**src/hdl/cqm_pkg.sv**
```systemverilog
// Constants shared by the channel quality metrics block
package cqm_pkg;
  // Datapath widths
  localparam int PAIRS = 4; // Cable pairs measured
  localparam int CH_W = 2; // Pair number width
  localparam int ERR_W = 8; // Signed slicer error width
  localparam int MAG_W = 7; // Clamped magnitude width
  localparam int SQ_W = 13; // Squared magnitude width
  localparam int FRAC_W = 16; // Filter fraction bits
  localparam int ACC_W = SQ_W + FRAC_W; // Filter accumulator width
  localparam int SH_W = 4; // Gain and scale shift fields
  localparam int TH_W = 9; // Threshold and mean square error width
  localparam int TH_N = 7; // Quality thresholds
  localparam int IDX_W = 3; // Quality index width
  localparam int PK_W = 6; // Peak error width
  localparam int WIN_W = 17; // Window counter width
  // Limits and scaling
  localparam logic [MAG_W-1:0] MAG_LIMIT = 7'h40; // Largest slicer error after doubling
  localparam logic [TH_W-1:0] MSE_MAX = 9'h1ff; // Mean square error ceiling
  localparam logic [PK_W-1:0] PEAK_MAX = 6'h3f; // Peak error ceiling
  localparam logic [SH_W:0] PEAK_EXTRA_SHIFT = 5'h03; // Extra peak divide
  localparam logic [IDX_W-1:0] IDX_WORST = 3'h0; // Poorest quality
  localparam logic [IDX_W-1:0] IDX_BEST = 3'h7; // Best quality
  // Measurement window: 1.0 ms of 125 symbols per microsecond
  localparam int WINDOW_TIME_US = 1000;
  localparam int SYMBOLS_PER_US = 125;
  localparam int WINDOW_SYMBOLS = WINDOW_TIME_US * SYMBOLS_PER_US;
  // Register byte offsets
  localparam int ADDR_W = 8;
  localparam logic [ADDR_W-1:0] REG_CONFIG = 8'h00;
  localparam logic [ADDR_W-1:0] REG_MSE = 8'h04;
  localparam logic [ADDR_W-1:0] REG_MSE_WORST = 8'h08;
  localparam logic [ADDR_W-1:0] REG_QUALITY = 8'h0c;
  localparam logic [ADDR_W-1:0] REG_MEAN_ERR = 8'h10;
  localparam logic [ADDR_W-1:0] REG_PEAK = 8'h14;
  localparam logic [ADDR_W-1:0] REG_TH_BASE = 8'h20; // Threshold n at base + 4*(n-1)
  // Configuration field positions
  localparam int CFG_EN_BIT = 0;
  localparam int CFG_SQ_BIT = 1;
  localparam int CFG_CH_LSB = 2;
  localparam int CFG_CAP_BIT = 4;
  localparam int CFG_AVG_LSB = 8;
  localparam int CFG_PKG_LSB = 12;
  localparam int CFG_MSES_LSB = 16;
  localparam int CFG_PKS_LSB = 20;
  localparam int QUAL_WORST_LSB = 4;
  localparam int PEAK_WORST_LSB = 8;
  // Reset values
  localparam logic [TH_W-1:0] TH_RST = 9'h000;
  localparam logic [SH_W-1:0] SHIFT_RST = 4'h0;
  // Bus answers
  localparam logic [1:0] RESP_OKAY = 2'h0;
  localparam logic [1:0] RESP_SLVERR = 2'h2;
endpackage : cqm_pkg

```
**src/hdl/cqm_pair_filter.sv**
```systemverilog
// Per-pair slicer error filters with 1 ms window capture
`timescale 1ns/1ps
module cqm_pair_filter
  import cqm_pkg::*;
(
  input wire logic clk_in,
  input wire logic reset_n_in,
  input wire logic clk_en_in,
  input wire logic enable_in,
  input wire logic square_in,
  input wire logic gig_in,
  input wire logic sample_valid_in,
  input wire logic signed [ERR_W-1:0] slicer_err_in,
  input wire logic [SH_W-1:0] average_gain_shift_in,
  input wire logic [SH_W-1:0] peak_gain_shift_in,
  input wire logic window_tick_in,
  output logic [SQ_W-1:0] avg_saved_out,
  output logic [SQ_W-1:0] peak_saved_out
);
  // All state of one pair
  typedef struct packed {
    logic [ACC_W-1:0] avg_acc; // Averaging filter
    logic [ACC_W-1:0] pk_acc; // Peak filter
    logic [SQ_W-1:0] pk_run; // Highest peak filter value this window
    logic [SQ_W-1:0] avg_saved; // Averaging value at last window end
    logic [SQ_W-1:0] pk_saved; // Peak value at last window end
  } cqm_pair_state_type;

  cqm_pair_state_type s_ff;
  cqm_pair_state_type nxt_s;

  // One low-pass step: add back (x - acc) / 2^shift
  function automatic logic [ACC_W-1:0] filt_step(input logic [ACC_W-1:0] acc,
      input logic [SQ_W-1:0] x, input logic [SH_W-1:0] sh);
    logic signed [ACC_W:0] d;
    logic signed [ACC_W:0] r;
    d = $signed({1'b0, x, {FRAC_W{1'b0}}}) - $signed({1'b0, acc});
    r = $signed({1'b0, acc}) + (d >>> sh);
    return r[ACC_W-1:0];
  endfunction : filt_step

  // Next state
  always_comb begin
    logic [ERR_W:0] mag;
    logic [MAG_W-1:0] lim;
    logic [SQ_W-1:0] x;
    logic [SQ_W-1:0] pk_now;
    mag = '0;
    lim = '0;
    x = '0;
    pk_now = '0;
    nxt_s = s_ff;
    // Magnitude, doubled at gigabit before any squaring
    mag = {1'b0, (slicer_err_in[ERR_W-1] ? ERR_W'(-slicer_err_in) : slicer_err_in)};
    if (gig_in) begin
      mag = {mag[ERR_W-1:0], 1'b0};
    end
    // Clamp to the legal error span so the square fits
    lim = (mag > {2'h0, MAG_LIMIT}) ? MAG_LIMIT : mag[MAG_W-1:0];
    // Widen before multiplying: a 7-bit product would lose the square
    x = square_in ? SQ_W'(lim) * SQ_W'(lim) : {{(SQ_W-MAG_W){1'b0}}, lim};
    if (!enable_in) begin
      // Idle and cleared while disabled
      nxt_s = '0;
    end else begin
      if (sample_valid_in) begin
        nxt_s.avg_acc = filt_step(s_ff.avg_acc, x, average_gain_shift_in);
        nxt_s.pk_acc = filt_step(s_ff.pk_acc, x, peak_gain_shift_in);
      end
      pk_now = nxt_s.pk_acc[ACC_W-1:FRAC_W];
      if (pk_now > s_ff.pk_run) begin
        nxt_s.pk_run = pk_now;
      end
      if (window_tick_in) begin
        // Save both filters and open a fresh peak window
        nxt_s.avg_saved = nxt_s.avg_acc[ACC_W-1:FRAC_W];
        nxt_s.pk_saved = nxt_s.pk_run;
        nxt_s.pk_run = '0;
      end
    end
  end

  // State register, frozen while the clock enable is low
  always_ff @(posedge clk_in or negedge reset_n_in) begin
    if (!reset_n_in) begin
      s_ff <= '0;
    end else if (clk_en_in) begin
      s_ff <= nxt_s;
    end
  end

  assign avg_saved_out = s_ff.avg_saved;
  assign peak_saved_out = s_ff.pk_saved;
endmodule : cqm_pair_filter

```
**src/hdl/cqm_top.sv**
```systemverilog
// Channel quality metrics with AXI4-Lite registers
//
// Overview of operation
// - Method A maps error to index 0..7
// - Index is highest n with error within threshold
// - All measurements run only while enabled
// - Mean square error scaled by shift, capped 511
// - Capture bit self-clears, loads selected pair index
// - Keep lowest index since last read
// - Method B filters absolute slicer error
// - Add back difference; double error at gigabit
// - Add-back divided by two to average gain
// - Square mode squares scaled error before filtering
// - Capture loads selected pair mean slicer error
// - Save filtered error every 125000 symbols
// - Record highest peak filter value per window
// - Peak filter uses own gain, squares optionally
// - Peak scaled by shift plus three, cap 63
// - Capture loads peak; register keeps worst peak
// - Drop link only when index equals zero; code drops it in square mode only
// - Capture loads error; worst kept separately
// - Slicer error spans 32 or 64 maximum
//
// Added by the designer: the AXI4-Lite slave port and the placing of the registers.
`timescale 1ns/1ps
module cqm_top
  import cqm_pkg::*;
#(
  parameter int WINDOW_LEN = WINDOW_SYMBOLS // Symbols per measurement window
) (
  input wire logic clk_in,
  input wire logic reset_n_in,
  input wire logic clk_en_in,
  input wire logic gig_mode_in,
  input wire logic sample_valid_in,
  input wire logic [PAIRS*ERR_W-1:0] slicer_err_in,
  output logic link_drop_out,
  input wire logic [ADDR_W-1:0] s_axi_awaddr_in,
  input wire logic s_axi_awvalid_in,
  output logic s_axi_awready_out,
  input wire logic [31:0] s_axi_wdata_in,
  input wire logic [3:0] s_axi_wstrb_in,
  input wire logic s_axi_wvalid_in,
  output logic s_axi_wready_out,
  output logic [1:0] s_axi_bresp_out,
  output logic s_axi_bvalid_out,
  input wire logic s_axi_bready_in,
  input wire logic [ADDR_W-1:0] s_axi_araddr_in,
  input wire logic s_axi_arvalid_in,
  output logic s_axi_arready_out,
  output logic [31:0] s_axi_rdata_out,
  output logic [1:0] s_axi_rresp_out,
  output logic s_axi_rvalid_out,
  input wire logic s_axi_rready_in
);
  // Window counter must fit and cover at least two symbols
  if (WINDOW_LEN < 2 || WINDOW_LEN >= (1 << WIN_W)) begin : g_bad_window
    $error("WINDOW_LEN out of range");
  end

  localparam logic [WIN_W-1:0] WIN_LAST = WIN_W'(WINDOW_LEN - 1); // Last symbol count

  // All state of the block
  typedef struct packed {
    logic en; // Measurement enable
    logic sq; // Square mode
    logic [CH_W-1:0] ch; // Selected pair
    logic [SH_W-1:0] avg_gain; // average_gain_shift
    logic [SH_W-1:0] pk_gain; // peak_gain_shift
    logic [SH_W-1:0] mse_sh; // mse_scale_shift
    logic [SH_W-1:0] pk_sh; // peak_scale_shift
    logic [TH_N-1:0][TH_W-1:0] th; // quality_threshold_1..7 at index 0..6
    logic cap_pend; // Capture waits one cycle for the new pair number
    logic [TH_W-1:0] mean_square_error; // Captured mean square error
    logic [TH_W-1:0] mse_worst; // Largest error since last read
    logic [IDX_W-1:0] idx; // Captured quality index
    logic [IDX_W-1:0] idx_worst; // Lowest index since last read
    logic [SQ_W-1:0] mean; // Captured mean slicer error
    logic [PK_W-1:0] peak; // Captured peak error
    logic [PK_W-1:0] peak_worst; // Largest peak since last read
    logic rst_mse; // Worst error restarts on next save
    logic rst_idx; // Worst index restarts on next save
    logic rst_peak; // Worst peak restarts on next save
    logic [WIN_W-1:0] win_cnt; // Symbols in current window
    logic tick; // Window end pulse to the pair filters
    logic tick_d; // Saved values are fresh this cycle
    logic aw_have; // Write address held
    logic [ADDR_W-1:0] awaddr;
    logic w_have; // Write data held
    logic [31:0] wdata;
    logic [3:0] wstrb;
    logic bvalid;
    logic [1:0] bresp;
    logic rvalid;
    logic [31:0] rdata;
    logic [1:0] rresp;
    logic link_drop; // Quality based link loss
  } cqm_state_type;

  cqm_state_type s_ff;
  cqm_state_type nxt_s;

  logic [PAIRS-1:0][SQ_W-1:0] avg_saved; // Per pair averaging value
  logic [PAIRS-1:0][SQ_W-1:0] peak_saved; // Per pair window peak

  // One filter per cable pair
  for (genvar p = 0; p < PAIRS; p++) begin : g_pair
    cqm_pair_filter u_filt (
      .clk_in(clk_in),
      .reset_n_in(reset_n_in),
      .clk_en_in(clk_en_in),
      .enable_in(s_ff.en),
      .square_in(s_ff.sq),
      .gig_in(gig_mode_in),
      .sample_valid_in(sample_valid_in),
      .slicer_err_in(slicer_err_in[p*ERR_W +: ERR_W]),
      .average_gain_shift_in(s_ff.avg_gain),
      .peak_gain_shift_in(s_ff.pk_gain),
      .window_tick_in(s_ff.tick),
      .avg_saved_out(avg_saved[p]),
      .peak_saved_out(peak_saved[p])
    );
  end

  // Byte-lane merge for register writes
  function automatic logic [31:0] merge(input logic [31:0] old, input logic [31:0] nw,
      input logic [3:0] strb);
    logic [31:0] r;
    r = old;
    for (int b = 0; b < 4; b++) begin
      if (strb[b]) begin
        r[b*8 +: 8] = nw[b*8 +: 8];
      end
    end
    return r;
  endfunction : merge

  // Threshold table lookup: later (better) levels override earlier ones
  function automatic logic [IDX_W-1:0] quality(input logic [TH_W-1:0] e,
      input logic [TH_N-1:0][TH_W-1:0] th);
    logic [IDX_W-1:0] q;
    q = IDX_WORST;
    for (int n = 0; n < TH_N; n++) begin
      if (e <= th[n]) begin
        q = IDX_W'(n + 1);
      end
    end
    return q;
  endfunction : quality

  // Live metrics of the selected pair
  logic [SQ_W-1:0] sel_avg;
  logic [SQ_W-1:0] sel_pk;
  logic [SQ_W-1:0] pk_div;
  logic [TH_W-1:0] mse_live;
  logic [IDX_W-1:0] idx_live;
  logic [PK_W-1:0] peak_live;

  // Scaling and saturation of the saved values
  always_comb begin
    sel_avg = avg_saved[s_ff.ch];
    sel_pk = peak_saved[s_ff.ch];
    // Scale into 0..511, capping when the divide is too small
    mse_live = ((sel_avg >> s_ff.mse_sh) > SQ_W'(MSE_MAX)) ? MSE_MAX
             : TH_W'(sel_avg >> s_ff.mse_sh);
    idx_live = quality(mse_live, s_ff.th);
    pk_div = sel_pk >> ({1'b0, s_ff.pk_sh} + PEAK_EXTRA_SHIFT);
    peak_live = (pk_div > SQ_W'(PEAK_MAX)) ? PEAK_MAX : pk_div[PK_W-1:0];
  end

  // Register read value for an address, and whether it is mapped
  function automatic logic [32:0] read_word(input logic [ADDR_W-1:0] a,
      input cqm_state_type s);
    logic [31:0] d;
    logic ok;
    d = '0;
    ok = 1'b1;
    case (a)
      REG_CONFIG: begin
        d[CFG_EN_BIT] = s.en;
        d[CFG_SQ_BIT] = s.sq;
        d[CFG_CH_LSB +: CH_W] = s.ch;
        d[CFG_AVG_LSB +: SH_W] = s.avg_gain;
        d[CFG_PKG_LSB +: SH_W] = s.pk_gain;
        d[CFG_MSES_LSB +: SH_W] = s.mse_sh;
        d[CFG_PKS_LSB +: SH_W] = s.pk_sh;
      end
      REG_MSE: d[TH_W-1:0] = s.mean_square_error;
      REG_MSE_WORST: d[TH_W-1:0] = s.mse_worst;
      REG_QUALITY: begin
        d[IDX_W-1:0] = s.idx;
        d[QUAL_WORST_LSB +: IDX_W] = s.idx_worst;
      end
      REG_MEAN_ERR: d[SQ_W-1:0] = s.mean;
      REG_PEAK: begin
        d[PK_W-1:0] = s.peak;
        d[PEAK_WORST_LSB +: PK_W] = s.peak_worst;
      end
      default: begin
        ok = 1'b0;
        for (int n = 0; n < TH_N; n++) begin
          if (a == REG_TH_BASE + ADDR_W'(4 * n)) begin
            d[TH_W-1:0] = s.th[n];
            ok = 1'b1;
          end
        end
      end
    endcase
    return {ok, d};
  endfunction : read_word

  // Bus handshakes: taken only while the clock enable lets state move
  assign s_axi_awready_out = clk_en_in & ~s_ff.aw_have & ~s_ff.bvalid;
  assign s_axi_wready_out = clk_en_in & ~s_ff.w_have & ~s_ff.bvalid;
  assign s_axi_arready_out = clk_en_in & ~s_ff.rvalid;

  // Next state of the whole block
  always_comb begin
    logic [32:0] rw;
    logic [31:0] wd;
    logic [ADDR_W-1:0] wa;
    logic wr_go;
    rw = '0;
    wd = '0;
    wa = '0;
    wr_go = 1'b0;
    nxt_s = s_ff;
    nxt_s.tick = 1'b0;
    nxt_s.tick_d = s_ff.tick;
    nxt_s.cap_pend = 1'b0;

    // Window counter advances on symbols while enabled
    if (!s_ff.en) begin
      nxt_s.win_cnt = '0;
    end else if (sample_valid_in) begin
      if (s_ff.win_cnt == WIN_LAST) begin
        nxt_s.win_cnt = '0;
        nxt_s.tick = 1'b1;
      end else begin
        nxt_s.win_cnt = s_ff.win_cnt + WIN_W'(1);
      end
    end

    // Worst cases follow each save of the selected pair
    if (s_ff.tick_d) begin
      if (s_ff.rst_mse || mse_live > s_ff.mse_worst) begin
        nxt_s.mse_worst = mse_live;
      end
      if (s_ff.rst_idx || idx_live < s_ff.idx_worst) begin
        nxt_s.idx_worst = idx_live;
      end
      if (s_ff.rst_peak || peak_live > s_ff.peak_worst) begin
        nxt_s.peak_worst = peak_live;
      end
      nxt_s.rst_mse = 1'b0;
      nxt_s.rst_idx = 1'b0;
      nxt_s.rst_peak = 1'b0;
    end

    // Capture of the selected pair, a cycle after the request
    if (s_ff.cap_pend && s_ff.en) begin
      nxt_s.mean_square_error = mse_live;
      nxt_s.idx = idx_live;
      nxt_s.mean = sel_avg;
      nxt_s.peak = peak_live;
    end

    // Only a zero index in square mode drops the link
    nxt_s.link_drop = s_ff.en & s_ff.sq & (idx_live == IDX_WORST);

    // Write channel: address and data held in either order
    if (s_axi_awvalid_in && s_axi_awready_out) begin
      nxt_s.aw_have = 1'b1;
      nxt_s.awaddr = s_axi_awaddr_in;
    end
    if (s_axi_wvalid_in && s_axi_wready_out) begin
      nxt_s.w_have = 1'b1;
      nxt_s.wdata = s_axi_wdata_in;
      nxt_s.wstrb = s_axi_wstrb_in;
    end
    wr_go = s_ff.aw_have & s_ff.w_have;
    if (wr_go) begin
      wa = s_ff.awaddr;
      rw = read_word(wa, s_ff);
      wd = merge(rw[31:0], s_ff.wdata, s_ff.wstrb);
      nxt_s.aw_have = 1'b0;
      nxt_s.w_have = 1'b0;
      nxt_s.bvalid = 1'b1;
      nxt_s.bresp = rw[32] ? RESP_OKAY : RESP_SLVERR;
      if (wa == REG_CONFIG) begin
        nxt_s.en = wd[CFG_EN_BIT];
        nxt_s.sq = wd[CFG_SQ_BIT];
        nxt_s.ch = wd[CFG_CH_LSB +: CH_W];
        nxt_s.avg_gain = wd[CFG_AVG_LSB +: SH_W];
        nxt_s.pk_gain = wd[CFG_PKG_LSB +: SH_W];
        nxt_s.mse_sh = wd[CFG_MSES_LSB +: SH_W];
        nxt_s.pk_sh = wd[CFG_PKS_LSB +: SH_W];
        // Capture bit is not stored, so it reads back as cleared at once
        nxt_s.cap_pend = s_ff.wstrb[0] & s_ff.wdata[CFG_CAP_BIT];
      end
      for (int n = 0; n < TH_N; n++) begin
        if (wa == REG_TH_BASE + ADDR_W'(4 * n)) begin
          nxt_s.th[n] = wd[TH_W-1:0];
        end
      end
    end
    if (s_ff.bvalid && s_axi_bready_in) begin
      nxt_s.bvalid = 1'b0;
    end

    // Read channel: one cycle to the answer; worst reads restart tracking
    if (s_axi_arvalid_in && s_axi_arready_out) begin
      rw = read_word(s_axi_araddr_in, s_ff);
      nxt_s.rvalid = 1'b1;
      nxt_s.rdata = rw[31:0];
      nxt_s.rresp = rw[32] ? RESP_OKAY : RESP_SLVERR;
      // Overrides a save in this cycle, so the next save still restarts
      if (s_axi_araddr_in == REG_MSE_WORST) begin
        nxt_s.rst_mse = 1'b1;
      end
      if (s_axi_araddr_in == REG_QUALITY) begin
        nxt_s.rst_idx = 1'b1;
      end
      if (s_axi_araddr_in == REG_PEAK) begin
        nxt_s.rst_peak = 1'b1;
      end
    end else if (s_ff.rvalid && s_axi_rready_in) begin
      nxt_s.rvalid = 1'b0;
    end
  end

  // State register; the clock enable freezes everything
  always_ff @(posedge clk_in or negedge reset_n_in) begin
    if (!reset_n_in) begin
      s_ff <= '0;
      s_ff.th <= {TH_N{TH_RST}};
      s_ff.avg_gain <= SHIFT_RST;
      s_ff.pk_gain <= SHIFT_RST;
      s_ff.mse_sh <= SHIFT_RST;
      s_ff.pk_sh <= SHIFT_RST;
      s_ff.idx <= IDX_BEST;
      s_ff.idx_worst <= IDX_BEST;
      s_ff.rst_mse <= 1'b1;
      s_ff.rst_idx <= 1'b1;
      s_ff.rst_peak <= 1'b1;
    end else if (clk_en_in) begin
      s_ff <= nxt_s;
    end
  end

  // Outputs straight from the state register
  assign link_drop_out = s_ff.link_drop;
  assign s_axi_bvalid_out = s_ff.bvalid;
  assign s_axi_bresp_out = s_ff.bresp;
  assign s_axi_rvalid_out = s_ff.rvalid;
  assign s_axi_rdata_out = s_ff.rdata;
  assign s_axi_rresp_out = s_ff.rresp;
endmodule : cqm_top

```
**config.mk**
```make
export PLATFORM = sky130hd
export DESIGN_NAME = cqm_top
export DESIGN_NICKNAME = d
export VERILOG_FILES = /design/src/hdl/cqm_pkg.sv /design/src/hdl/cqm_pair_filter.sv /design/src/hdl/cqm_top.sv
export SDC_FILE = /design/constraint.sdc
export NUM_CORES = 2
export LEC_CHECK = 0
export ABC_CLOCK_PERIOD_IN_PS = 9000
export CORE_ASPECT_RATIO = 0.75
export CORE_MARGIN = 2
export CORE_UTILIZATION = 30
export CTS_CLUSTER_DIAMETER = 120
export CTS_CLUSTER_SIZE = 40
export DETAILED_ROUTE_END_ITERATION = 10
export DONT_BUFFER_PORTS = 1
export PLACE_DENSITY = 0.56
export SLEW_MARGIN = 40
export SYNTH_ARGS = -nofsm -noshare
export SYNTH_HDL_FRONTEND = slang
export SYNTH_HIERARCHICAL = 1
export SYNTH_SLANG_ARGS = --single-unit
```
**constraint.sdc**
```tcl
create_clock -name clk_in -period 9 [get_ports clk_in]
set_input_delay 1.35 -clock clk_in [delete_from_list [all_inputs] [get_ports clk_in]]
set_output_delay 1.35 -clock clk_in [all_outputs]
set_load 0.005 [all_outputs]
```
==> impl_results.md <==
* Top routing layer in use: met4
* Crit end category: flip-flop
* Flop-to-flop setup slack at 1.00 ns
* Cell Area, Placed at between 0.08 and 0.09 mm²
* Fill cells at ~23k
* Final Hold Viols at 0
* FF-to-FF path depth at 32
* Worst IR drop on VDD at ~0.00019 V
* Setup Skew at 0.0889 ns
* Gr usage total at 20.9%
* Initial antenna violation count at 4
* Setup crit start kind: primary input
* Clock root buffer: clkbuf_16
* Area Growth Syn to Fin at 30.2%
* Worst Tran Pin Value at ~0.89 ns
* Power share of the sequential group at between 10% and 20%
* Max stage delay on crit path at about 0.56 ns
* R2r startpoint: s_ff[238]
* # IOs at ~140
* Worst EP arrival at 11.96 ns
* Switching power at ~9 mW
* Die ar. at 0.234 mm²
* Synth warnings at 6
* RR Endpoint: g_pair[1].u_filt/s_ff[35]
* Cells after Synth at 8642
* CP max-delay cell: fa_1
* Final Power at 19.7 mW
* Number of port buffers at 0
* Die H at between 400 and 500 µm
* Kind of critical path: in2reg
* Vias at 70.7k
* Violated checks: setup timing
* Comb pwr share at 74.2%
* TritonCTS Buffers at 28
* H-tree depth at 1
* Max-Cap Viols at 0
* Pwr Density at around 220 mW/mm²
* Reg clk slew, reported paths at ~0.16 ns
* Placer Congestion at around 0.98
* Pins Over Slew Limit at 0
* Fin crit period at 11.35 ns
* Post-Route WL at ~260 mm
* Wirelength per Cell at 19.9 µm
* Post-synthesis area per instance at ~8 µm²
* Final Cell Area at about 0.09 mm²
* Post-DP HPWL at around 200 mm
* Clk sinks at between 500 and 600
* Met3 wire len at around 16 mm
* Critical path data required time at between 9 and 10 ns
* Final Net Count at around 11k
* Final ANT Viol Nets at 0
* Met1 WL at 124 mm
* Run status: finished with violations
* TritonCTS clock tree: yes
* DRC errors left at 0
* Most frequent CP cell: o21ai_2
* Achievable Freq at ~0.088 GHz
* Worst Path Max Fanout at 7
* Worst Hold Class: in2async
* Final setup fails at around 260
* Iteration-0 DRC Markers at 6444
* Core Area at between 0.2 and 0.25 mm²
* Clk Latency, worst-skew pair at roughly 0.76 ns
* Sw Ratio at between 40% and 50%
* Post-Syn Area at just under 0.07 mm²
* Initial core utilization at between 30% and 40%
* Final WS setup at -2.35 ns
* First-pass GRT wire length at 396 mm
* Drt first pass iters at 6
* Worst rel slew slack at between 40% and 50%
* Overflow after GRT at 0
* Die extent in x at 558 µm
* Lkg Pwr at just over 40 nW
* Fin crit share at 126%
* Cell row count at 152
* CTS Buffer Depth at 3
* Met2 routed WL at roughly 110 mm
* RSZ-0062 raised after global routing: yes
* Vias per std cell at roughly 5.5
* Largest net degree at the start of global routing at 152
* Number of global-route vias before repair at 67.8k
* Cell Int Power at around 11 mW
* Clock power share at under 10%
* Share of cells above drive strength 1 at 30.5%
-- registers in the layout, summed over array words and instances, names as in the netlist --
signal and count:
g_pair.u_filt/avg_saved_out 52, g_pair.u_filt/peak_saved_out 40, g_pair.u_filt/s_ff 284, link_drop_out 1
nxt_s 1, s_axi_bresp_out 1, s_axi_bvalid_out 1, s_axi_rdata_out 24
s_axi_rresp_out 1, s_axi_rvalid_out 1, s_ff 191
-- through the flow --
stage / instances / hold slack, ns / worst slack [ns] / TNS, ns / util, %
floorplan: 8668 / 0.440 / -1.97 / -163.52 / -
global placement: 12600 / 0.458 / -3.17 / -524.62 / 36.4
global route: 12900 / 0.236 / -2.80 / -392.85 / 39.3
CTS: 12800 / 0.227 / -2.10 / -255.26 / 38.2
finish: 12900 / 0.272 / -2.35 / -286.05 / 39.3
detailed placement: 12600 / 0.463 / -3.32 / -560.23 / 36.5
-- timing repair --
item,in CTS,in global routing
gates resized for setup,369,419
pin swaps,193,304
cloned,1,2
hold buffers,0,0
buffers inserted,147,90
endpoints found under the hold margin,0,0
endpoints found under the setup margin,267,290
-- how the worst max path moves through the flow --
stage	from	slack, ns	end	depth (start not counted)
CTS	slicer_err_in[24]	-2.10	g_pair[3].u_filt/s_ff[33]	55
global placement	slicer_err_in[17]	-3.17	g_pair[2].u_filt/s_ff[26]	55
detailed placement	slicer_err_in[16]	-3.32	g_pair[2].u_filt/s_ff[31]	55
global route	slicer_err_in[24]	-2.80	g_pair[3].u_filt/s_ff[34]	57
finish	slicer_err_in[24]	-2.35	g_pair[3].u_filt/peak_saved_out[6]	56
floorplan	slicer_err_in[25]	-1.97	g_pair[3].u_filt/s_ff[29]	53
-- critical path: cells and delay by family --
family | cells | cell delay [ns]
muxes | 4 | 0.59
AOI/OAI and AO/OA | 21 | 3.67
xor gates and xnor gates | 3 | 0.36
buffers and inverters | 6 | 0.49
and+or+nand+nor | 14 | 2.59
adders and majority gates | 8 | 2.86
-- power groups by stage --
stage | Sequential [mW] | Combinational, mW | Clock [mW]
finish | 3.19 | 14.6 | 1.90
global placement | 3.22 | 12.1 | 0
global route | 3.21 | 15.8 | 2.04
floorplan | 3.03 | 7.51 | 0
CTS | 3.18 | 13.5 | 1.96
detailed placement | 3.23 | 12.4 | 0
-- layer usage --
layer  global-route usage (%)  up-vias
met4                     4.48        0
met5                        0        -
li1                         -    33700
met2                     32.0     2161
met1                     31.2    34600
met3                     2.45      262
-- layout by cell type, fill, tap and decap left out, drive strengths merged, types with 26 or more instances in the layout --
cell type / n
a211oi: 140
a21o: 189
a21oi: 659
a221oi: 48
a22o: 90
a22oi: 56
a31oi: 94
a32oi: 28
and2: 76
and3: 83
buf: 1710
clkbuf: 34
clkinv: 26
conb: 34
dfrtp: 588
fa: 60
ha: 573
inv: 522
mux2: 213
mux2i: 368
mux4: 64
nand2: 874
nand2b: 99
nand3: 182
nand4: 73
nor2: 653
nor2b: 76
nor3: 164
nor4: 46
o211ai: 71
o21a: 94
o21ai: 703
o21bai: 34
o22ai: 103
o31ai: 63
or2: 45
or3: 57
xnor2: 244
xor2: 165
-- layout make-up --
| type | count | area [µm²] | share of cell area, % |
|---|---|---|---|
| repair buffers | 1712 | 13400 | 14.9 |
| multi-input cells | 6942 | 54500 | 60.5 |
| clock buffers | 32 | 726 | 0.806 |
| well taps | 3080 | 3850 | 4.28 |
| diodes | 2 | 5.00 | 0.00556 |
| inverters | 531 | 2110 | 2.35 |
| flip-flops and latches | 597 | 15000 | 16.6 |
| clock inverters | 20 | 469 | 0.521 |
No activity file was read; power rests on OpenSTA's default activity.
